## src/design/mrmc_defs.svh

```systemverilog
// Operation
// - channel 1 volume change sets main output
// - remote control always uses per-output mix view
// - channel 1 notes toggle dim, mono, talkback, speakers; recall note sends a recall event
// - notes 3E..42 pick cue source
// - notes 2D trim, 2C master mute, 2B solo
// - surface protocol off ignores note buttons
// - fader change is status, controller, value
// - channels map to top, middle, bottom rows
// - controllers 102..117 address sixteen faders per channel
// - channel nibble zero means channel one
// - value 68 unity, 7F max, 0 off
// - channel 13 controller 66 toggles trim gains
// - channel 13 controllers from 68 select mix
// - controller 9 sets input gain, capped 60
// - controller 0C picks reverb or echo preset
// - navigation buttons move block, record picks destination
// - display sends full or brief feedback
// - background disable stops control without focus
// - master fader drives main output
// - extender joins two remotes as one block
// - stand-alone skips middle row, brief display
`ifndef MRMC_DEFS_SVH
`define MRMC_DEFS_SVH
// ==========================================================
// register map
`define MRMC_ADDR_CTRL      8'h00
`define MRMC_ADDR_STATE     8'h04
`define MRMC_ADDR_MIX       8'h08
`define MRMC_ADDR_PRESET    8'h0c
`define MRMC_CTRL_RESET     7'h13
`define MRMC_BIT_REMOTE_EN  0
`define MRMC_BIT_SURFACE_EN 1
`define MRMC_BIT_FULL_DISP  2
`define MRMC_BIT_BG_DIS     3
`define MRMC_BIT_FOCUS      4
`define MRMC_BIT_EXTENDER   5
`define MRMC_BIT_STANDALONE 6
// ==========================================================
// message codes
`define MRMC_ST_NOTE_OFF    4'h8
`define MRMC_ST_NOTE_ON     4'h9
`define MRMC_ST_CTRL        4'hb
`define MRMC_ST_BEND        4'he
`define MRMC_CC_VOLUME      7'h07
`define MRMC_CC_GAIN        7'h09
`define MRMC_CC_PRESET      7'h0c
`define MRMC_CC_FADER_LO    7'h66
`define MRMC_CC_FADER_HI    7'h75
`define MRMC_CC_MIX_LO      7'h68
`define MRMC_CH_REVERB      4'h2
`define MRMC_CH_ECHO        4'h3
`define MRMC_CH_MASTER      4'h8
`define MRMC_CH_MIXSEL      4'hc
`define MRMC_CH_LAST_FADER  4'hb
`define MRMC_GAIN_MAX       7'h3c
`define MRMC_UNITY          7'h68
`define MRMC_PRESET_MAX     7'h10
// ==========================================================
// note buttons
`define MRMC_N_DIM          7'h5d
`define MRMC_N_MONO         7'h2a
`define MRMC_N_TALK         7'h5e
`define MRMC_N_RECALL       7'h5f
`define MRMC_N_SPKB         7'h32
`define MRMC_N_CUE_LO       7'h3e
`define MRMC_N_CUE_HI       7'h42
`define MRMC_N_SNAP_LO      7'h36
`define MRMC_N_SNAP_HI      7'h3d
`define MRMC_N_TRIM         7'h2d
`define MRMC_N_MMUTE        7'h2c
`define MRMC_N_MSOLO        7'h2b
`define MRMC_N_REC_LO       7'h00
`define MRMC_N_REC_HI       7'h07
`define MRMC_N_NAV_L1       7'h10
`define MRMC_N_NAV_R1       7'h11
`define MRMC_N_NAV_L8       7'h12
`define MRMC_N_NAV_R8       7'h13
`define MRMC_N_NAV_UP       7'h14
`define MRMC_N_NAV_DN       7'h15
`define MRMC_BLOCK_W        7'd8
`endif

```

## src/design/mrmc_pkg.sv

```systemverilog
// ==========================================================
// shared types
package mrmc_pkg;
    typedef enum logic [3:0] {
        mrmc_ev_none,
        mrmc_ev_fader,
        mrmc_ev_main_vol,
        mrmc_ev_input_gain,
        mrmc_ev_reverb,
        mrmc_ev_echo,
        mrmc_ev_snapshot,
        mrmc_ev_recall
    } mrmc_event_t;
endpackage : mrmc_pkg

```

## src/design/mrmc_core.sv

```systemverilog
// Added by the designer: the APB interface to the registers and the address map.
`timescale 1ns/1ps
`include "mrmc_defs.svh"
module mrmc_core
    import mrmc_pkg::*;
#(
    parameter int MAX_COL = 64
) (
    input  wire logic        pclk,
    input  wire logic        presetn,
    input  wire logic        psel,
    input  wire logic        penable,
    input  wire logic        pwrite,
    input  wire logic [7:0]  paddr,
    input  wire logic [31:0] pwdata,
    output logic [31:0]      prdata,
    output logic             pready,
    output logic             pslverr,
    input  wire logic        midi_valid,
    input  wire logic [7:0]  midi_byte,
    output logic             evt_valid,
    output mrmc_event_t      evt_kind,
    output logic [1:0]       evt_row,
    output logic [5:0]       evt_index,
    output logic [6:0]       evt_value,
    output logic             disp_req,
    output logic             disp_full,
    output logic [1:0]       block_row,
    output logic [5:0]       block_col
);
    // ==========================================================
    // apb slave state
    logic [6:0]  ctrl_ff;
    logic [31:0] prdata_ff;
    logic        pready_ff;
    logic        pslverr_ff;
    // mixer state
    logic        dim_ff, mono_ff, talk_ff, spkb_ff, trim_ff, mmute_ff, msolo_ff;
    logic [2:0]  cue_ff;
    logic [5:0]  submix_ff;
    logic [6:0]  main_vol_ff;
    logic [3:0]  reverb_ff, echo_ff;
    logic [2:0]  snap_ff;
    logic [1:0]  row_ff;
    logic [5:0]  col_ff;
    logic        evt_valid_ff;
    mrmc_event_t evt_kind_ff;
    logic [1:0]  evt_row_ff;
    logic [5:0]  evt_index_ff;
    logic [6:0]  evt_value_ff;
    logic        disp_req_ff, disp_full_ff;
    // parser state
    logic        rs_valid_ff, have_d1_ff;
    logic [3:0]  rs_type_ff, rs_chan_ff;
    logic [6:0]  d1_ff;

    // ==========================================================
    // helpers
    function automatic logic [1:0] row_of(input logic [3:0] ch);
        row_of = ch[3:2];
    endfunction : row_of

    function automatic logic [5:0] col_step(input logic [5:0] col, input logic [6:0] step,
                                            input logic right, input logic [6:0] width);
        logic [7:0] lim;
        logic [7:0] sum;
        lim = 8'(MAX_COL) - {1'b0, width};
        sum = {2'b00, col} + {1'b0, step};
        if (right) begin
            col_step = (sum > lim) ? lim[5:0] : sum[5:0];
        end else begin
            col_step = ({2'b00, col} < {1'b0, step}) ? 6'h00 : 6'(col - step[5:0]);
        end
    endfunction : col_step

    // ==========================================================
    // apb register access, one wait state
    wire acc     = psel && penable;
    wire wr_done = acc && pwrite && pready_ff;
    wire [31:0] state_word = {25'h0, msolo_ff, mmute_ff, trim_ff, spkb_ff, talk_ff,
                              mono_ff, dim_ff};
    wire [31:0] mix_word   = {2'h0, main_vol_ff, col_ff, row_ff, cue_ff, 5'h00, 1'b1,
                              submix_ff};         // bit 6 submix view always
    wire [31:0] pre_word   = {21'h0, snap_ff, echo_ff, reverb_ff};

    always_ff @(posedge pclk or negedge presetn) begin
        if (!presetn) begin
            pready_ff  <= 1'b0;
            pslverr_ff <= 1'b0;
            prdata_ff  <= 32'h0;
        end else if (acc && !pready_ff) begin
            pready_ff  <= 1'b1;
            pslverr_ff <= 1'b0;
            prdata_ff  <= 32'h0;
            if (paddr == `MRMC_ADDR_CTRL) begin
                prdata_ff <= {25'h0, ctrl_ff};
            end else if (paddr == `MRMC_ADDR_STATE) begin
                prdata_ff <= state_word;
            end else if (paddr == `MRMC_ADDR_MIX) begin
                prdata_ff <= mix_word;
            end else if (paddr == `MRMC_ADDR_PRESET) begin
                prdata_ff <= pre_word;
            end else begin
                pslverr_ff <= 1'b1;
            end
        end else begin
            pready_ff  <= 1'b0;
            pslverr_ff <= 1'b0;
        end
    end

    // control register; read-only words ignore writes
    always_ff @(posedge pclk or negedge presetn) begin
        if (!presetn) begin
            ctrl_ff <= `MRMC_CTRL_RESET;
        end else if (wr_done && paddr == `MRMC_ADDR_CTRL) begin
            ctrl_ff <= pwdata[6:0];
        end
    end

    wire remote_control_enable      = ctrl_ff[`MRMC_BIT_REMOTE_EN];
    wire surface_en                 = ctrl_ff[`MRMC_BIT_SURFACE_EN];
    wire full_display_feedback      = ctrl_ff[`MRMC_BIT_FULL_DISP];
    wire background_control_disable = ctrl_ff[`MRMC_BIT_BG_DIS];
    wire app_focus                  = ctrl_ff[`MRMC_BIT_FOCUS];
    wire extender_en                = ctrl_ff[`MRMC_BIT_EXTENDER];
    wire standalone                 = ctrl_ff[`MRMC_BIT_STANDALONE];

    // ==========================================================
    // byte parser with running status; realtime bytes pass through
    wire is_status = midi_valid && midi_byte[7];
    wire two_data  = (rs_type_ff == `MRMC_ST_NOTE_OFF) || (rs_type_ff == `MRMC_ST_NOTE_ON) ||
                     (rs_type_ff == `MRMC_ST_CTRL) || (rs_type_ff == `MRMC_ST_BEND);

    always_ff @(posedge pclk or negedge presetn) begin
        if (!presetn) begin
            rs_valid_ff <= 1'b0;
            have_d1_ff  <= 1'b0;
            rs_type_ff  <= 4'h0;
            rs_chan_ff  <= 4'h0;
            d1_ff       <= 7'h00;
        end else if (is_status) begin
            if (midi_byte < 8'hf0) begin
                rs_valid_ff <= 1'b1;
                rs_type_ff  <= midi_byte[7:4];
                rs_chan_ff  <= midi_byte[3:0];    // zero-based
                have_d1_ff  <= 1'b0;
            end else if (midi_byte < 8'hf8) begin
                rs_valid_ff <= 1'b0;              // system common drops running status
                have_d1_ff  <= 1'b0;
            end
        end else if (midi_valid && rs_valid_ff && two_data) begin
            have_d1_ff <= !have_d1_ff;
            if (!have_d1_ff) begin
                d1_ff <= midi_byte[6:0];
            end
        end
    end

    // a complete message is seen on its last byte
    wire msg_done = midi_valid && !midi_byte[7] && rs_valid_ff && two_data && have_d1_ff;
    wire live     = !(background_control_disable && !app_focus);
    wire take     = msg_done && live;
    wire [6:0] d2 = midi_byte[6:0];
    wire ch0      = (rs_chan_ff == 4'h0);
    // note buttons are part of the surface protocol
    wire press    = take && ch0 && surface_en && (rs_type_ff == `MRMC_ST_NOTE_ON) &&
                    (d2 != 7'h00);
    wire is_cc    = take && (rs_type_ff == `MRMC_ST_CTRL);
    wire cc_fader = is_cc && (rs_chan_ff <= `MRMC_CH_LAST_FADER) &&
                    (d1_ff >= `MRMC_CC_FADER_LO) && (d1_ff <= `MRMC_CC_FADER_HI) &&
                    !(standalone && row_of(rs_chan_ff) == 2'd1);
    wire cc_trim  = is_cc && (rs_chan_ff == `MRMC_CH_MIXSEL) && (d1_ff == `MRMC_CC_FADER_LO);
    wire cc_mix   = is_cc && (rs_chan_ff == `MRMC_CH_MIXSEL) && (d1_ff >= `MRMC_CC_MIX_LO) &&
                    (7'(d1_ff - `MRMC_CC_MIX_LO) < 7'(MAX_COL));
    wire rec_hit  = press && (d1_ff <= `MRMC_N_REC_HI);
    wire [6:0] rec_col = 7'(col_ff) + d1_ff;
    wire sel_mix  = cc_mix || (rec_hit && rec_col < 7'(MAX_COL));
    wire [5:0] mix_tgt = cc_mix ? 6'(d1_ff - `MRMC_CC_MIX_LO) : rec_col[5:0];
    wire [6:0] blk_w   = extender_en ? 7'(2 * `MRMC_BLOCK_W) : `MRMC_BLOCK_W;

    // ==========================================================
    // button toggles and selections
    always_ff @(posedge pclk or negedge presetn) begin
        if (!presetn) begin
            dim_ff   <= 1'b0;
            mono_ff  <= 1'b0;
            talk_ff  <= 1'b0;
            spkb_ff  <= 1'b0;
            mmute_ff <= 1'b0;
            msolo_ff <= 1'b0;
            cue_ff   <= 3'h0;
        end else if (press) begin
            if (d1_ff == `MRMC_N_DIM) dim_ff <= !dim_ff;
            if (d1_ff == `MRMC_N_MONO) mono_ff <= !mono_ff;
            if (d1_ff == `MRMC_N_TALK) talk_ff <= !talk_ff;
            if (d1_ff == `MRMC_N_SPKB) spkb_ff <= !spkb_ff;
            if (d1_ff == `MRMC_N_MMUTE) mmute_ff <= !mmute_ff;
            if (d1_ff == `MRMC_N_MSOLO) msolo_ff <= !msolo_ff;
            if (d1_ff >= `MRMC_N_CUE_LO && d1_ff <= `MRMC_N_CUE_HI) begin
                cue_ff <= 3'(d1_ff - `MRMC_N_CUE_LO);
            end
        end
    end

    // trim gains: note or channel 13 toggles, any mix selection clears
    always_ff @(posedge pclk or negedge presetn) begin
        if (!presetn) begin
            trim_ff   <= 1'b0;
            submix_ff <= 6'h00;
        end else if (sel_mix) begin
            trim_ff   <= 1'b0;
            submix_ff <= mix_tgt;
        end else if (cc_trim || (press && d1_ff == `MRMC_N_TRIM)) begin
            trim_ff   <= !trim_ff;
        end
    end

    // ==========================================================
    // block navigation; stand-alone hops over the middle row
    always_ff @(posedge pclk or negedge presetn) begin
        if (!presetn) begin
            row_ff <= 2'd0;
            col_ff <= 6'h00;
        end else if (press) begin
            if (d1_ff == `MRMC_N_NAV_L1) col_ff <= col_step(col_ff, 7'd1, 1'b0, blk_w);
            if (d1_ff == `MRMC_N_NAV_R1) col_ff <= col_step(col_ff, 7'd1, 1'b1, blk_w);
            if (d1_ff == `MRMC_N_NAV_L8) col_ff <= col_step(col_ff, `MRMC_BLOCK_W, 1'b0, blk_w);
            if (d1_ff == `MRMC_N_NAV_R8) col_ff <= col_step(col_ff, `MRMC_BLOCK_W, 1'b1, blk_w);
            if (d1_ff == `MRMC_N_NAV_UP && row_ff != 2'd0) begin
                row_ff <= (standalone && row_ff == 2'd2) ? 2'd0 : 2'(row_ff - 2'd1);
            end
            if (d1_ff == `MRMC_N_NAV_DN && row_ff != 2'd2) begin
                row_ff <= (standalone && row_ff == 2'd0) ? 2'd2 : 2'(row_ff + 2'd1);
            end
        end
    end

    wire nav_hit = press && (d1_ff >= `MRMC_N_NAV_L1) && (d1_ff <= `MRMC_N_NAV_DN);

    // display refresh after any move or destination change
    always_ff @(posedge pclk or negedge presetn) begin
        if (!presetn) begin
            disp_req_ff  <= 1'b0;
            disp_full_ff <= 1'b0;
        end else begin
            disp_req_ff  <= nav_hit || sel_mix;
            disp_full_ff <= full_display_feedback && !standalone;
        end
    end

    // ==========================================================
    // one-cycle mixer event out
    always_ff @(posedge pclk or negedge presetn) begin
        if (!presetn) begin
            evt_valid_ff <= 1'b0;
            evt_kind_ff  <= mrmc_ev_none;
            evt_row_ff   <= 2'd0;
            evt_index_ff <= 6'h00;
            evt_value_ff <= 7'h00;
            main_vol_ff  <= `MRMC_UNITY;
            reverb_ff    <= 4'h0;
            echo_ff      <= 4'h0;
            snap_ff      <= 3'h0;
        end else begin
            evt_valid_ff <= 1'b0;                 // unmatched messages
            evt_value_ff <= d2;
            evt_row_ff   <= row_of(rs_chan_ff);
            evt_index_ff <= {rs_chan_ff[1:0], 4'(d1_ff - `MRMC_CC_FADER_LO)};
            if (cc_fader) begin
                evt_valid_ff <= 1'b1;
                evt_kind_ff  <= mrmc_ev_fader;
            end else if ((is_cc && ch0 && d1_ff == `MRMC_CC_VOLUME) ||
                         (take && rs_type_ff == `MRMC_ST_BEND &&
                          rs_chan_ff == `MRMC_CH_MASTER)) begin
                evt_valid_ff <= 1'b1;
                evt_kind_ff  <= mrmc_ev_main_vol;
                evt_row_ff   <= 2'd2;
                main_vol_ff  <= d2;
            end else if (is_cc && d1_ff == `MRMC_CC_GAIN && remote_control_enable) begin
                evt_valid_ff <= 1'b1;
                evt_kind_ff  <= mrmc_ev_input_gain;
                evt_index_ff <= {2'b00, rs_chan_ff};
                evt_value_ff <= (d2 > `MRMC_GAIN_MAX) ? `MRMC_GAIN_MAX : d2;
            end else if (is_cc && d1_ff == `MRMC_CC_PRESET && d2 >= 7'h01 &&
                         d2 <= `MRMC_PRESET_MAX &&
                         (rs_chan_ff == `MRMC_CH_REVERB || rs_chan_ff == `MRMC_CH_ECHO)) begin
                evt_valid_ff <= 1'b1;
                if (rs_chan_ff == `MRMC_CH_REVERB) begin
                    evt_kind_ff <= mrmc_ev_reverb;
                    reverb_ff   <= 4'(d2 - 7'h01);
                end else begin
                    evt_kind_ff <= mrmc_ev_echo;
                    echo_ff     <= 4'(d2 - 7'h01);
                end
            end else if (press && d1_ff >= `MRMC_N_SNAP_LO && d1_ff <= `MRMC_N_SNAP_HI) begin
                evt_valid_ff <= 1'b1;
                evt_kind_ff  <= mrmc_ev_snapshot;
                evt_index_ff <= 6'(d1_ff - `MRMC_N_SNAP_LO);
                snap_ff      <= 3'(d1_ff - `MRMC_N_SNAP_LO);
            end else if (press && d1_ff == `MRMC_N_RECALL) begin
                evt_valid_ff <= 1'b1;
                evt_kind_ff  <= mrmc_ev_recall;
            end
        end
    end

    assign prdata    = prdata_ff;
    assign pready    = pready_ff;
    assign pslverr   = pslverr_ff;
    assign evt_valid = evt_valid_ff;
    assign evt_kind  = evt_kind_ff;
    assign evt_row   = evt_row_ff;
    assign evt_index = evt_index_ff;
    assign evt_value = evt_value_ff;
    assign disp_req  = disp_req_ff;
    assign disp_full = disp_full_ff;
    assign block_row = row_ff;
    assign block_col = col_ff;
endmodule : mrmc_core

```

## config.mk

```make
export PLATFORM = sky130hd
export DESIGN_NAME = mrmc_core
export DESIGN_NICKNAME = d
export VERILOG_FILES = /design/src/design/mrmc_pkg.sv /design/src/design/mrmc_core.sv
export VERILOG_INCLUDE_DIRS = /design/src /design/src/design
export SDC_FILE = /design/constraint.sdc
export NUM_CORES = 1
export LEC_CHECK = 0
export BUFFER_PORTS_ARGS = -buffer_cell sky130_fd_sc_hd__buf_2
export CORE_MARGIN = 5
export CORE_UTILIZATION = 30
export CTS_CLUSTER_SIZE = 8
export DETAILED_ROUTE_END_ITERATION = 10
export SLEW_MARGIN = 20
export SYNTH_ARGS = -nofsm -noshare
export SYNTH_HDL_FRONTEND = slang
export SYNTH_SLANG_ARGS = --single-unit
```

## constraint.sdc

```tcl
create_clock -name pclk -period 3.09 [get_ports pclk]
set_clock_uncertainty 0.15 [all_clocks]
set_input_delay 0.1545 -clock pclk [delete_from_list [all_inputs] [get_ports pclk]]
set_output_delay 0.1545 -clock pclk [all_outputs]
set_load 0.01 [all_outputs]
```

==> flow_summary_export.csv <==
group,metric,value,unit
outcome,status,"finished clean",
routing,finalWirelength,17400,um
floorplanning,die_area,24200,um^2
sta,finalSetupViolCount,0,
cts,post_cts_resized,0,
sta,max-slew-margin-rel,0.401,
power,p_leak,3.77,nW
worst_setup_path,crit_arrival,3.01,ns
worst_setup_path,critPathKind,"input port to flop",
routing,viasPerCell,5.03,
cts,cts_tree,"yes",
place,port-buffer-count,88,
worst_setup_path,critical_path.top_delay_family,"simple AND/OR/NAND/NOR gates",
floorplanning,die-width,156,um
finish,n_antenna_cell,0,
finish,fin_nets,826,
cts,clockBufferDepth,2,
sta,min_period,2.89,ns
place,pre_cts_ws,0.317,ns
routing,drc,0,
floorplanning,start_util,0.303,
finish,drive_gt1_frac,0.261,
power,powerDensity,639,nW/um^2
global_route,track_usage,0.146,
cts,clkTransAtPathRegs,0.06,ns
sta,fin_setup_tns,0,ns
sta,rsz0062_at_grt,"no",
synthesis,ys_ff_latch,118,
sta,tightest_slew,0.894,ns
global_route,grt_overflow,0,
cts,ctsHoldBuffers,14,
place,hpwl,12900,um
synthesis,yosysSeqAreaShare,0.466,
floorplanning,design.core.area,21000,um^2
routing,firstDrtPassIters,4,
sta,finalCritPeriodShare,0.935,
sta,setup_ws,0.201,ns
finish,final_cell_mix,"dfrtp_1, buf_2, nand2_1",
hold_path,min_path_type,"input port to flop",
synthesis,synth-edff-count,0,
routing,first_iter_violations,278,
worst_setup_path,slowest_stage,"or4_1",
worst_setup_path,critPathBufInv,3,
synthesis,syn_avg_cell_area,10.1,um^2
cts,cts.sinks,118,
worst_setup_path,critical_path.cell_chain,"dlygate4sd3_1 > buf_2 > inv_1 > ha_1 > and3_1 > or4_1 > nor3_4 > mux2i_1 > a21oi_1",
floorplanning,io-pin-count,118,
cts,htreeDepth,4,
synthesis,syn-instance-count,628,
sta,maxClockFrequency,346,MHz
worst_setup_path,end_kind,"flop",
routing,postRouteAntennaNets,0,
power,irDropWorstVdd,454,uV
global_route,antenna_found_initial,0,
synthesis,synthArstFlopShare,1.00,
finish,areaGrowthSynthToFinish,25.4,%
worst_setup_path,start_kind,"input port",
worst_setup_path,slowest_delay,0.73,ns
worst_setup_path,cp_max_fo,9,
cts,cts_made_buffers,17,
synthesis,synth.distinct_cells,65,
flow_run,drv_cap,0,
synthesis,ys_warn_count,0,
finish,fillers,2115,
worst_setup_path,cp-startpoint,"midi_byte[0]",
routing,vias,5186,
routing,wire_per_inst,16.9,um
worst_setup_path,r2r_start,"ctrl_ff[4]",
global_route,grt_start_max_net_pins,44,
floorplanning,std_cell_rows,53,
sta,finalMaxSlewViolations,0,
place,finalWeightedCongestion,0.881,
worst_setup_path,critPathRequiredTime,3.21,ns
floorplanning,die_h,156,um
synthesis,ys.flop_type,"dfrtp_1",
sta,hold_violations,0,
hold_path,hold_start,"midi_byte[6]",
cts,insertion_delay,0.42,ns
finish,final_cells,1031,
finish,final_common_cell,"dfrtp_1",
synthesis,synth_area,6350,um^2
global_route,grt_pass1_vias,5053,
global_route,grt_first_pass_wirelength,28300,um
cts,cts-root-buf,"clkbuf_16",
finish,finish.utilization,0.380,
cts,postCtsSetupBuffers,0,
place,dp_cells,985,
-- registers in the layout, indices dropped and copies added, names as in the netlist, 2 cells and up --
name         count
block_col        6
block_row        2
ctrl_ff          7
cue_ff           3
d1_ff            7
echo_ff          4
evt_index        6
evt_kind         3
evt_row          2
evt_value        7
main_vol_ff      7
prdata          29
reverb_ff        4
rs_chan_ff       4
rs_type_ff       4
snap_ff          3
submix_ff        6
-- per-layer routing --
metal  GRT usage  routed length, um  part of all wire  vias up
li1            -                  -                 -     2500
met1       0.200               8050              0.46     2525
met2       0.229               8070              0.46      136
met3      0.0363                982             0.056       25
met4      0.0471                285             0.016        0
met5           0                  0                 0        -
-- stage by stage --
stage | hold slack [ns] | cell area (um^2) | power [mW]
after floorplan | -0.291 | 6360 | 2.55
after global placement | 0.0323 | 7200 | 3.03
after detailed placement | 0.0366 | 7200 | 3.02
after CTS | 0.00103 | 7970 | 5.13
after global routing | 0.0129 | 7970 | 5.34
final | 0.0143 | 7970 | 5.09
-- power breakdown --
group | leakage, nW | switching, mW | internal [mW]
Clock | 0.297 | 0.752 | 1.32
Combinational | 1.93 | 0.726 | 0.478
Sequential | 1.54 | 0.158 | 1.66
Total | 3.77 | 1.64 | 3.45
-- tightest hold or removal path, stage by stage --
cell    delay, ns
buf_2        0.09
buf_4        0.16
o22a_1       0.15
-- kinds of logic after synthesis --
family                   count (synthesis)  share of synthesized area
buffers and inverters                   61                     0.0392
multiplexers                            36                     0.0725
AND/OR/NAND/NOR                        219                      0.179
other                                    1                   0.000590
adder cells (fa/ha/maj)                 29                     0.0583
flip-flops                             118                      0.466
XOR/XNOR                                20                     0.0276
AO/OA/AOI/OAI                          144                      0.157
-- path summary, 6_finish.rpt --
path,end,slack (ns),cells after the start
worst max-delay path,submix_ff[1],0.20,9
worst min-delay path,rs_type_ff[2],0.01,3
worst max register to register,submix_ff[1],0.26,6
worst min register to register,prdata[6],0.32,2
max in group asynchronous,main_vol_ff[5],1.81,3
min in group asynchronous,prdata[25],0.10,2
-- cell type report --
type                       instances  area, um^2  share of cell area
multi-input combinational        452        3160               0.397
sequential                       118        2960               0.372
timing repair buffer             128         778              0.0977
clock buffer                      19         453              0.0568
tap                              275         344              0.0432
clock inverter                    13         170              0.0214
inverter                          26        97.6              0.0122
-- cell usage after synthesis (10+ instances only) --
cell type / count / area, um^2
inv_1: 26 / 97.6
or2_2: 11 / 68.8
dfrtp_1: 112 / 2800
mux2_2: 20 / 225
nand4_1: 13 / 81.3
nor3_1: 10 / 50.1
ha_1: 28 / 350
o21ai_0: 38 / 190
nand2_1: 59 / 221
a22o_1: 28 / 245
nand3_1: 22 / 110
mux2i_1: 10 / 100
nor2_1: 44 / 165
clkbuf_1: 26 / 97.6
xnor2_1: 15 / 131
nor2b_1: 10 / 62.6
a21oi_1: 20 / 100
(Power assumes the default switching activity.)
